===== src/hdl/map_pkg.sv =====
// constants, modes and carrier structs of the paged address mapping unit
package map_pkg;
    localparam int VA_W          = 24;
    localparam int PAGE_OFF_W    = 11;
    localparam int VPN_W         = 13;
    localparam int DIR_ENTRIES   = 16;
    localparam int DIR_IDX_W     = 4;
    localparam int FRAME_W       = 8;
    localparam int PSA_W         = 19;
    localparam int EXT_W         = 5;
    localparam int CFG_W         = 8;
    localparam int SEG_IDX_W     = 8;
    localparam int PG_IDX_W      = 9;
    // field positions of the segmented virtual address
    localparam int SEG_SMALL_LSB = 16;
    localparam int SEG_LARGE_LSB = 20;
    localparam int PAGE_2K_LSB   = 11;
    localparam int PAGE_4K_LSB   = 12;
    // reset values
    localparam logic [FRAME_W-1:0] FRAME_RESET = 8'h00;
    localparam logic [CFG_W-1:0]   CFG_RESET   = 8'h00;

    typedef enum logic [1:0] {ref_operand, ref_implicit, ref_table, ref_translated} ref_kind_t;
    typedef enum logic [1:0] {cmd_map, cmd_unmap, cmd_reset_ref, cmd_query} cmd_op_t;
    typedef enum logic [1:0] {
        fault_none, fault_page_translation, fault_page_access, fault_addressing
    } fault_t;

    typedef struct packed {
        logic            valid;
        ref_kind_t       kind;
        logic            write;
        logic            pte_invalid;
        logic [VA_W-1:0] addr;
    } req_t;

    typedef struct packed {
        logic                 valid;
        fault_t               fault;
        logic                 suppress;
        logic [PSA_W-1:0]     ps_addr;
        logic [SEG_IDX_W-1:0] seg_index;
        logic [PG_IDX_W-1:0]  page_index;
    } resp_t;

    typedef struct packed {
        logic               valid;
        cmd_op_t            op;
        logic [VPN_W-1:0]   page;
        logic [FRAME_W-1:0] frame;
    } cmd_t;

    typedef struct packed {
        logic               valid;
        logic               resident;
        logic               referenced;
        logic               changed;
        logic [FRAME_W-1:0] frame;
    } cmd_resp_t;
endpackage


===== src/hdl/paged_address_mapping_unit.sv =====
// paged address mapping unit: storage directory, page faults, reference and change bits
`timescale 1ns/10ps
module paged_address_mapping_unit (
    // clock and reset
    input  wire logic                          clk,
    input  wire logic                          reset,
    // operator configuration pins, asynchronous
    input  wire logic                          assist_mode,
    input  wire logic                          seg_large,
    input  wire logic                          page_4k,
    input  wire logic [map_pkg::EXT_W-1:0]     extent,
    // storage reference from instruction execution
    input  wire map_pkg::req_t                 req,
    output map_pkg::resp_t                     resp,
    // page-handling command port
    input  wire map_pkg::cmd_t                 cmd,
    output map_pkg::cmd_resp_t                 cmd_resp
);
    logic [map_pkg::CFG_W-1:0]   cfg_meta_reg;
    logic [map_pkg::CFG_W-1:0]   cfg_reg;
    logic                        assist_s;
    logic                        seg_large_s;
    logic                        page_4k_s;
    logic [map_pkg::EXT_W-1:0]   extent_s;

    logic [map_pkg::DIR_ENTRIES-1:0]                      resident_reg;
    logic [map_pkg::DIR_ENTRIES-1:0][map_pkg::FRAME_W-1:0] frame_reg;
    logic [map_pkg::DIR_ENTRIES-1:0]                      ref_reg;
    logic [map_pkg::DIR_ENTRIES-1:0]                      chg_reg;

    map_pkg::resp_t              resp_reg;
    map_pkg::resp_t              resp_next;
    map_pkg::cmd_resp_t          cmd_resp_reg;
    map_pkg::cmd_resp_t          cmd_resp_next;

    logic [map_pkg::VPN_W-1:0]     req_vpn;
    logic [map_pkg::DIR_IDX_W-1:0] req_idx;
    logic                          req_in_extent;
    logic                          req_ok;
    logic [map_pkg::DIR_IDX_W-1:0] cmd_idx;
    logic                          cmd_in_extent;

    // configuration pins pass two flops; the first stage feeds only the second
    always_ff @(posedge clk or posedge reset) begin
        if (reset) begin
            cfg_meta_reg <= map_pkg::CFG_RESET;
            cfg_reg      <= map_pkg::CFG_RESET;
        end else begin
            cfg_meta_reg <= {assist_mode, seg_large, page_4k, extent};
            cfg_reg      <= cfg_meta_reg;
        end
    end

    // unpack in the same order the pins were packed, so no field position is spelled out
    assign {assist_s, seg_large_s, page_4k_s, extent_s} = cfg_reg;

    // directory index is a 2K page number in both modes
    assign req_vpn = req.addr[map_pkg::VA_W-1:map_pkg::PAGE_OFF_W];
    assign req_idx = req_vpn[map_pkg::DIR_IDX_W-1:0];
    // entries past the configured extent simply do not exist
    assign req_in_extent = ({8'h00, extent_s} > req_vpn) &&
                           (req_vpn < 13'(map_pkg::DIR_ENTRIES));
    assign cmd_idx       = cmd.page[map_pkg::DIR_IDX_W-1:0];
    assign cmd_in_extent = ({8'h00, extent_s} > cmd.page) &&
                           (cmd.page < 13'(map_pkg::DIR_ENTRIES));
    // the access really reaches storage only without a fault
    assign req_ok = req.valid && (resp_next.fault == map_pkg::fault_none);

    // lookup and fault decision; the directory is only ever an index, never data
    always_comb begin
        resp_next            = '0;
        resp_next.valid      = req.valid;
        // directory frame replaces the page number; the offset passes through
        resp_next.ps_addr    = {frame_reg[req_idx], req.addr[map_pkg::PAGE_OFF_W-1:0]};
        if (assist_s) begin
            // no segment level; table and translated references are addressing faults, and the entry alone decides page access
            if (req.kind == map_pkg::ref_table || req.kind == map_pkg::ref_translated) begin
                resp_next.fault = map_pkg::fault_addressing;
            end else if (!req_in_extent || !resident_reg[req_idx]) begin
                resp_next.fault = map_pkg::fault_page_access;
            end
        end else begin
            // segment and page fields of the virtual address for the table walk
            if (seg_large_s) begin
                resp_next.seg_index = {4'h0, req.addr[map_pkg::VA_W-1:map_pkg::SEG_LARGE_LSB]};
                if (page_4k_s) begin
                    resp_next.page_index = {1'b0, req.addr[map_pkg::SEG_LARGE_LSB-1:
                                                            map_pkg::PAGE_4K_LSB]};
                end else begin
                    resp_next.page_index = req.addr[map_pkg::SEG_LARGE_LSB-1:
                                                    map_pkg::PAGE_2K_LSB];
                end
            end else begin
                resp_next.seg_index = req.addr[map_pkg::VA_W-1:map_pkg::SEG_SMALL_LSB];
                if (page_4k_s) begin
                    resp_next.page_index = {5'h00, req.addr[map_pkg::SEG_SMALL_LSB-1:
                                                            map_pkg::PAGE_4K_LSB]};
                end else begin
                    resp_next.page_index = {4'h0, req.addr[map_pkg::SEG_SMALL_LSB-1:
                                                           map_pkg::PAGE_2K_LSB]};
                end
            end
            // a missing page table entry is reported before any real address exists
            if (req.kind == map_pkg::ref_translated && req.pte_invalid) begin
                resp_next.fault = map_pkg::fault_page_translation;
            end else if (!req_in_extent || !resident_reg[req_idx]) begin
                resp_next.fault = map_pkg::fault_addressing;
            end
        end
        if (!req.valid) begin
            resp_next.fault = map_pkg::fault_none;
        end
        // a faulting access goes nowhere; instruction stays restartable
        resp_next.suppress = (resp_next.fault != map_pkg::fault_none);
        if (resp_next.suppress) begin
            resp_next.ps_addr = '0;
        end
    end

    // response register keeps every output straight from a flop
    always_ff @(posedge clk or posedge reset) begin
        if (reset) begin
            resp_reg <= '0;
        end else begin
            resp_reg <= resp_next;
        end
    end

    // per-entry directory state; the request port writes only the reference and change bits
    for (genvar i = 0; i < map_pkg::DIR_ENTRIES; i++) begin : g_entry
        logic hit_cmd;
        logic hit_req;
        // the command port selects an entry here; hit_req selects it for the request port
        assign hit_cmd = cmd.valid && cmd_in_extent &&
                         (cmd_idx == (map_pkg::DIR_IDX_W)'(i));
        assign hit_req = req_ok && (req_idx == (map_pkg::DIR_IDX_W)'(i));

        // resident flag and frame change only by page-handling commands
        always_ff @(posedge clk or posedge reset) begin
            if (reset) begin
                resident_reg[i] <= 1'b0;
                frame_reg[i]    <= map_pkg::FRAME_RESET;
            end else if (hit_cmd && cmd.op == map_pkg::cmd_map) begin
                resident_reg[i] <= 1'b1;
                frame_reg[i]    <= cmd.frame;
            end else if (hit_cmd && cmd.op == map_pkg::cmd_unmap) begin
                resident_reg[i] <= 1'b0;
            end
        end

        // a reference in the clearing cycle wins, so no activity is ever lost
        always_ff @(posedge clk or posedge reset) begin
            if (reset) begin
                ref_reg[i] <= 1'b0;
                chg_reg[i] <= 1'b0;
            end else if (hit_req) begin
                ref_reg[i] <= 1'b1;
                chg_reg[i] <= chg_reg[i] | req.write;
            end else if (hit_cmd && (cmd.op == map_pkg::cmd_reset_ref ||
                                     cmd.op == map_pkg::cmd_map)) begin
                ref_reg[i] <= 1'b0;
                chg_reg[i] <= 1'b0;
            end
        end
    end

    // command answer shows the entry state before the command takes effect
    always_comb begin
        cmd_resp_next            = '0;
        cmd_resp_next.valid      = cmd.valid;
        if (cmd.valid && cmd_in_extent) begin
            cmd_resp_next.resident   = resident_reg[cmd_idx];
            cmd_resp_next.referenced = ref_reg[cmd_idx];
            cmd_resp_next.changed    = chg_reg[cmd_idx];
            cmd_resp_next.frame      = frame_reg[cmd_idx];
        end
    end

    always_ff @(posedge clk or posedge reset) begin
        if (reset) begin
            cmd_resp_reg <= '0;
        end else begin
            cmd_resp_reg <= cmd_resp_next;
        end
    end

    assign resp     = resp_reg;
    assign cmd_resp = cmd_resp_reg;
endmodule // paged_address_mapping_unit


===== config.mk =====
export PLATFORM = sky130hd
export DESIGN_NAME = paged_address_mapping_unit
export DESIGN_NICKNAME = d
export VERILOG_FILES = /design/src/hdl/map_pkg.sv /design/src/hdl/paged_address_mapping_unit.sv
export SDC_FILE = /design/constraint.sdc
export NUM_CORES = 1
export LEC_CHECK = 0
export BUFFER_PORTS_ARGS = -buffer_cell sky130_fd_sc_hd__buf_2
export CELL_PAD_IN_SITES_DETAIL_PLACEMENT = 0
export CELL_PAD_IN_SITES_GLOBAL_PLACEMENT = 1
export CORE_MARGIN = 4
export CORE_UTILIZATION = 40
export CTS_CLUSTER_DIAMETER = 200
export DETAILED_ROUTE_END_ITERATION = 6
export HOLD_SLACK_MARGIN = 0.05
export PLACE_DENSITY = 0.7
export SLEW_MARGIN = 30
export SYNTH_ARGS = -nofsm -noshare
export SYNTH_HDL_FRONTEND = slang
export SYNTH_SLANG_ARGS = --single-unit

===== constraint.sdc =====
create_clock -name clk -period 6.7 [get_ports clk]
set_clock_uncertainty 0.1 [all_clocks]
set_input_delay 0.335 -clock clk [delete_from_list [all_inputs] [get_ports clk]]
set_output_delay 0.335 -clock clk [all_outputs]
set_load 0.02 [all_outputs]

**Word-level counts from Yosys, hierarchy flattened**

Cells that the tools add are included.

- Logic and storage cells: 364
- Bits of input ports: 63
- Output and inout port bits: 52
- Register bits: 244

- Reduce and logical (&&, ||, !) cells: 127
- Bitwise logic cells: 16
- Mux-type cells: 104
- Eq/ne operators: 34
- Order comparisons: 6

Operator list:

| kind | number |
|---|---|
| $logic_and A1 B1 Y1 | 85 |
| $mux W1 | 84 |
| $reduce_bool A2 Y1 | 33 |
| $bmux W8 S4 | 2 |
| $eq A4 B4 Y1 const B | 16 |
| $mux W17 | 2 |
| $eq A4 B3 Y1 const B | 8 |
| $gt A5 B13 Y1 | 2 |
| $lt A13 B5 Y1 const B | 2 |
| $mux W19 | 1 |
| $bmux W1 S4 | 4 |
| $eq A4 B2 Y1 const B | 4 |
| $mux W8 | 2 |
| $or A1 B1 Y1 | 16 |
| $mux W2 | 6 |
| $mux W11 | 1 |
| $lt A4 B5 Y1 const B | 2 |
| $mux W9 | 1 |
| $eq A4 B1 Y1 const B | 2 |
| $logic_not A4 Y1 | 2 |
| $eq A2 B2 Y1 const B | 3 |
| $mux W5 | 1 |
| $logic_not A2 Y1 | 2 |
| $logic_or A1 B1 Y1 | 3 |
| other kinds (2) | 3 |

**Logic depth before layout (Yosys ltp)**

- Word-level depth: 12
- Gate-level depth with buffers: 11
- Mapped depth without buffers: 7

**Worst setup path before layout**

No wires, ideal clock.

- Path kind: in2reg
- From: input cmd[9] (netlist name)
- To: register frame_reg[32] (netlist name)
- Cell stages on the path: 11
- Buffers on the path: 4
- Data required time: 6475 ps
- Setup slack: 3463 ps
- Data arrival time: 3012 ps
- Library setup time: 125 ps
- Path through: buf_1 > buf_1 > inv_1 > ha_1 > and3_1 > mux2i_1 > o2111ai_1 > buf_6 > buf_6 > nor3_4 > mux2_2

- Longest elaborated chain between the ends: 5
- Elaborated cells between the ends (all ways): 7
- Those cells by class: order compare: 2; eq/ne: 1; reduce/logical: 4

RTL lines:

| what | line | source |
|---|---|---|
| from (decl) | paged_address_mapping_unit.sv:16 | `input wire map_pkg::cmd_t cmd,` |
| $gt A5 B13 Y1 or $lt A13 B5 Y1 (tied branches) | paged_address_mapping_unit.sv:64, paged_address_mapping_unit.sv:65 |  |
| $logic_and A1 B1 Y1 | paged_address_mapping_unit.sv:64 | `assign cmd_in_extent = ({8'h00, extent_s} > cmd.page) &&` |
| $logic_and A1 B1 Y1 | paged_address_mapping_unit.sv:134 | `assign hit_cmd = cmd.valid && cmd_in_extent &&` |
| $logic_and A1 B1 Y1 (*) | paged_address_mapping_unit.sv:134 |  |
| $logic_and A1 B1 Y1 (*) | paged_address_mapping_unit.sv:143 | `end else if (hit_cmd && cmd.op == map_pkg::cmd_map) begin` |
| to (signal, indexed assignment) | paged_address_mapping_unit.sv:142 | `frame_reg[i] <= map_pkg::FRAME_RESET;` |
| to (signal, indexed assignment) | paged_address_mapping_unit.sv:145 | `frame_reg[i] <= cmd.frame;` |
| to (decl) | paged_address_mapping_unit.sv:27 | `logic [map_pkg::DIR_ENTRIES-1:0][map_pkg::FRAME_W-1:0] frame_reg;` |

Mark *: on every way between the ends. The rest lies on a longest branch, timed or not.
A chain may end at the register's enable or synchronous reset.

**Worst setup path after layout**

- From: input cmd[23] (netlist name)
- To: register frame_reg[59] (netlist name)

- Longest elaborated chain between the ends: 3

RTL lines:

| what | line |
|---|---|
| $logic_and A1 B1 Y1 (2 in a row) | paged_address_mapping_unit.sv:134 |
| $logic_and A1 B1 Y1 | paged_address_mapping_unit.sv:143 |

No other way between the ends.

==> impl_metrics.env <==
export IMPL_status="finished, final reports clean"
export IMPL_die_h_um=185
export IMPL_synth_top_area_share_pct=48.9
export IMPL_postCtsSetupBuffers=0
export IMPL_netSwitchingFraction_pct=23.7
export IMPL_largest_reg_flops=128
export IMPL_antenna_found_initial=0
export IMPL_drv_cap=0
export IMPL_antennaDiodeCount=0
export IMPL_rsz0062_at_grt="no"
export IMPL_netlist_area_um2=12500
export IMPL_p_clk_share_pct=50.0
export IMPL_fin_setup_tns_ns=0
export IMPL_netlist_top_cell_by_area="dfrtp_1"
export IMPL_avgSynthCellArea_um2=13.6
export IMPL_worstPathCellList="dlygate4sd3_1, buf_2, or4b_1, nor3_1, o2111ai_4, buf_6, nor4_4, mux2_2"
export IMPL_cts_tree="done"
export IMPL_grt_max_degree=139
export IMPL_cts_hold_buffers_added=33
export IMPL_finalInstanceArea_um2=14900
export IMPL_portBuffers=114
export IMPL_path_class="in -> reg"
export IMPL_worst_path_max_fanout=13
export IMPL_layout_drive_gt1_share_pct=41.0
export IMPL_ys_warn_count=0
export IMPL_boundaryPins=115
export IMPL_crit_path_start="cmd[23]"
export IMPL_antenna_left=0
export IMPL_r2r_end="frame_reg[59]"
export IMPL_final_min_clock_period_ns=3.71
export IMPL_async_reset_ff_share_pct=100
export IMPL_cpMaxStageDelayCell="nor4_4"
export IMPL_die_x_um=185
export IMPL_rows=64
export IMPL_hold_path_class="in -> reg"
export IMPL_ys_seq_area_share_pct=48.9
export IMPL_ys_top_cells_by_area="dfrtp_1 49%, mux4_2 17%, mux2_2 12%"
export IMPL_worstReg2RegStart="cfg_reg[1]"
export IMPL_grt_pass1_vias=8692
export IMPL_ff2ff_path_depth=7
export IMPL_syn_inst=917
export IMPL_ys_ff_latch=244
export IMPL_irDropWorstVdd_v=0.000233
export IMPL_netSwitchingPower_mw=0.837
export IMPL_setup_viol=0
export IMPL_clk_pin_slew_ns=0.06
export IMPL_htreeDepth=1
export IMPL_cp_required_ns=7.03
export IMPL_synth_edf_count=0
export IMPL_yosysUniqueCellTypes=48
export IMPL_clk_latency_ns=0.55
export IMPL_ys_flop_type="dfrtp_1"
export IMPL_arrival_ns=4.04
export IMPL_finish_net_count=1117
export IMPL_viasPerCell=5.73
export IMPL_cp_endpoint="frame_reg[59]"
export IMPL_yosysMostFrequentCell="dfrtp_1"
export IMPL_p_int_mw=2.69
export IMPL_gp_congestion=0.787
export IMPL_p_leak_nw=6.97
export IMPL_clock_tree_buffer_depth=3
export IMPL_cts_sinks=244
export IMPL_fin_crit_sh_pct=55.3
export IMPL_tightest_slew_ns=0.916
export IMPL_fmax_mhz=270
export IMPL_numCtsBuffers=29
export IMPL_grt_util_all_layers_pct=19.9
export IMPL_syn_num_nets=990
export IMPL_drt_iter0_drc=637
export IMPL_place_area_um2=13400
export IMPL_slew_headroom_pct=38.5
export IMPL_whs_path_depth=3
export IMPL_hold_violations=0
export IMPL_initial_utilization_pct=40.7
export IMPL_grt_pass1_wl_mm=52.3
export IMPL_wl_per_cell_um=23.2
export IMPL_powerDensity_nw_per_um2=237
export IMPL_via_count=8380
export IMPL_setup_ws_ns=2.99
export IMPL_worst_setup_path_end_kind="register"
export IMPL_cts_root_buf="clkbuf_16"
export IMPL_syn_to_final_growth_pct=19.2
export IMPL_crit_path_start_kind="input port"
export IMPL_coreArea_um2=30700
export IMPL_fin_util_pct=48.5
export IMPL_reg2reg_slack_ns=3.23
export IMPL_slowest_delay_ns=0.77
export IMPL_drc=0
export IMPL_slew_violations=0
export IMPL_gr_total_overflow=0
export IMPL_synth_commonest_cells="244 x dfrtp_1, 130 x mux2_2, 97 x mux4_2"
export IMPL_seq_power_share_pct=42.5
export IMPL_dp_slack_ns=2.55
export IMPL_routed_wl_mm=33.9
export IMPL_place_hpwl_mm=21.6
export IMPL_cts_resized=0
export IMPL_comb_power_share_pct=7.5
export IMPL_dr_pass1_iters=5
export IMPL_die_area_um2=34100
[final cells by class]
cell class	count	area, µm²
Inverter	41	158
Tap cell	396	495
Clock inverter	16	248
Clock buffer	38	840
Timing Repair Buffer	162	1040
Sequential cell	244	6110
Multi-Input combinational cell	566	6000
Fill cell	2738	15800
[placed cells by master (no fill, tap or decap), types with 12 or more instances in the layout]
cell | netlist | layout
nand4_1 | 20 | 20
nor2_1 | 30 | 30
a41oi_1 | 14 | 14
dfrtp_1 | 244 | 244
a21oi_1 | 21 | 20
o21ai_0 | 28 | 28
dlygate4sd3_1 | 0 | 33
and3_1 | 16 | 16
nand3_1 | 20 | 20
buf_4 | 0 | 13
clkbuf_16 | 0 | 29
mux4_2 | 97 | 97
o2111ai_1 | 13 | 12
nand2_1 | 27 | 27
inv_1 | 40 | 39
mux2i_1 | 27 | 27
mux2_2 | 130 | 130
buf_2 | 10 | 113
nor2b_1 | 34 | 34
[per-layer routing]
metal / track usage [%] / share of wire, % / vias up
met5: 0 / 0 / -
met4: 5.75 / 3.1 / 0
met3: 3.12 / 5.7 / 52
met2: 32.2 / 47 / 269
met1: 28.0 / 44 / 4338
li1: - / - / 3721
[critical path: cells and delay by family]
family          cells  cell delay (ns)
compound gates      1             0.50
mux                 1             0.41
buf+inv             3             0.94
simple gates        3             1.83
[worst min path at each step]
stage                    start  slack [ns]     endpoint
3_5_place_dp   cfg_meta_reg[4]        0.23   cfg_reg[4]
3_3_place_gp   cfg_meta_reg[1]        0.23   cfg_reg[1]
5_1_grt                req[25]        0.09  chg_reg[13]
6_report               req[25]        0.09  chg_reg[13]
2_1_floorplan  cfg_meta_reg[0]        0.23   cfg_reg[0]
4_1_cts                req[25]        0.06  chg_reg[12]
[kinds of logic (layout without fill, tap and decap cells)]
| family | Yosys count | in the layout | share of synthesized area, % |
|---|---|---|---|
| multiplexers | 254 | 254 | 31.4 |
| flip-flops | 244 | 244 | 48.9 |
| buffers and inverters | 107 | 257 | 3.44 |
| adder cells (fa/ha/maj) | 10 | 10 | 1.00 |
| AO/OA/AOI/OAI | 95 | 95 | 5.10 |
| AND/OR/NAND/NOR | 207 | 207 | 10.2 |
[power by group through the flow]
stage	clock, mW	combinational, mW	sequential [mW]
2_1_floorplan	0	0.147	1.54
3_3_place_gp	0	0.249	1.52
3_5_place_dp	0	0.251	1.52
4_1_cts	1.80	0.266	1.50
5_1_grt	1.87	0.290	1.50
6_report	1.76	0.265	1.50
[stage by stage]
stage / hold WS [ns] / power [mW] / instances
final: 0.0948 / 3.53 / 1463
after global routing: 0.0884 / 3.66 / 1463
after CTS: 0.0565 / 3.56 / 1462
after detailed placement: 0.235 / 1.77 / 1375
after global placement: 0.235 / 1.77 / 1375
after floorplan: 0.231 / 1.68 / 917
No activity file was read; power rests on OpenSTA's default activity.
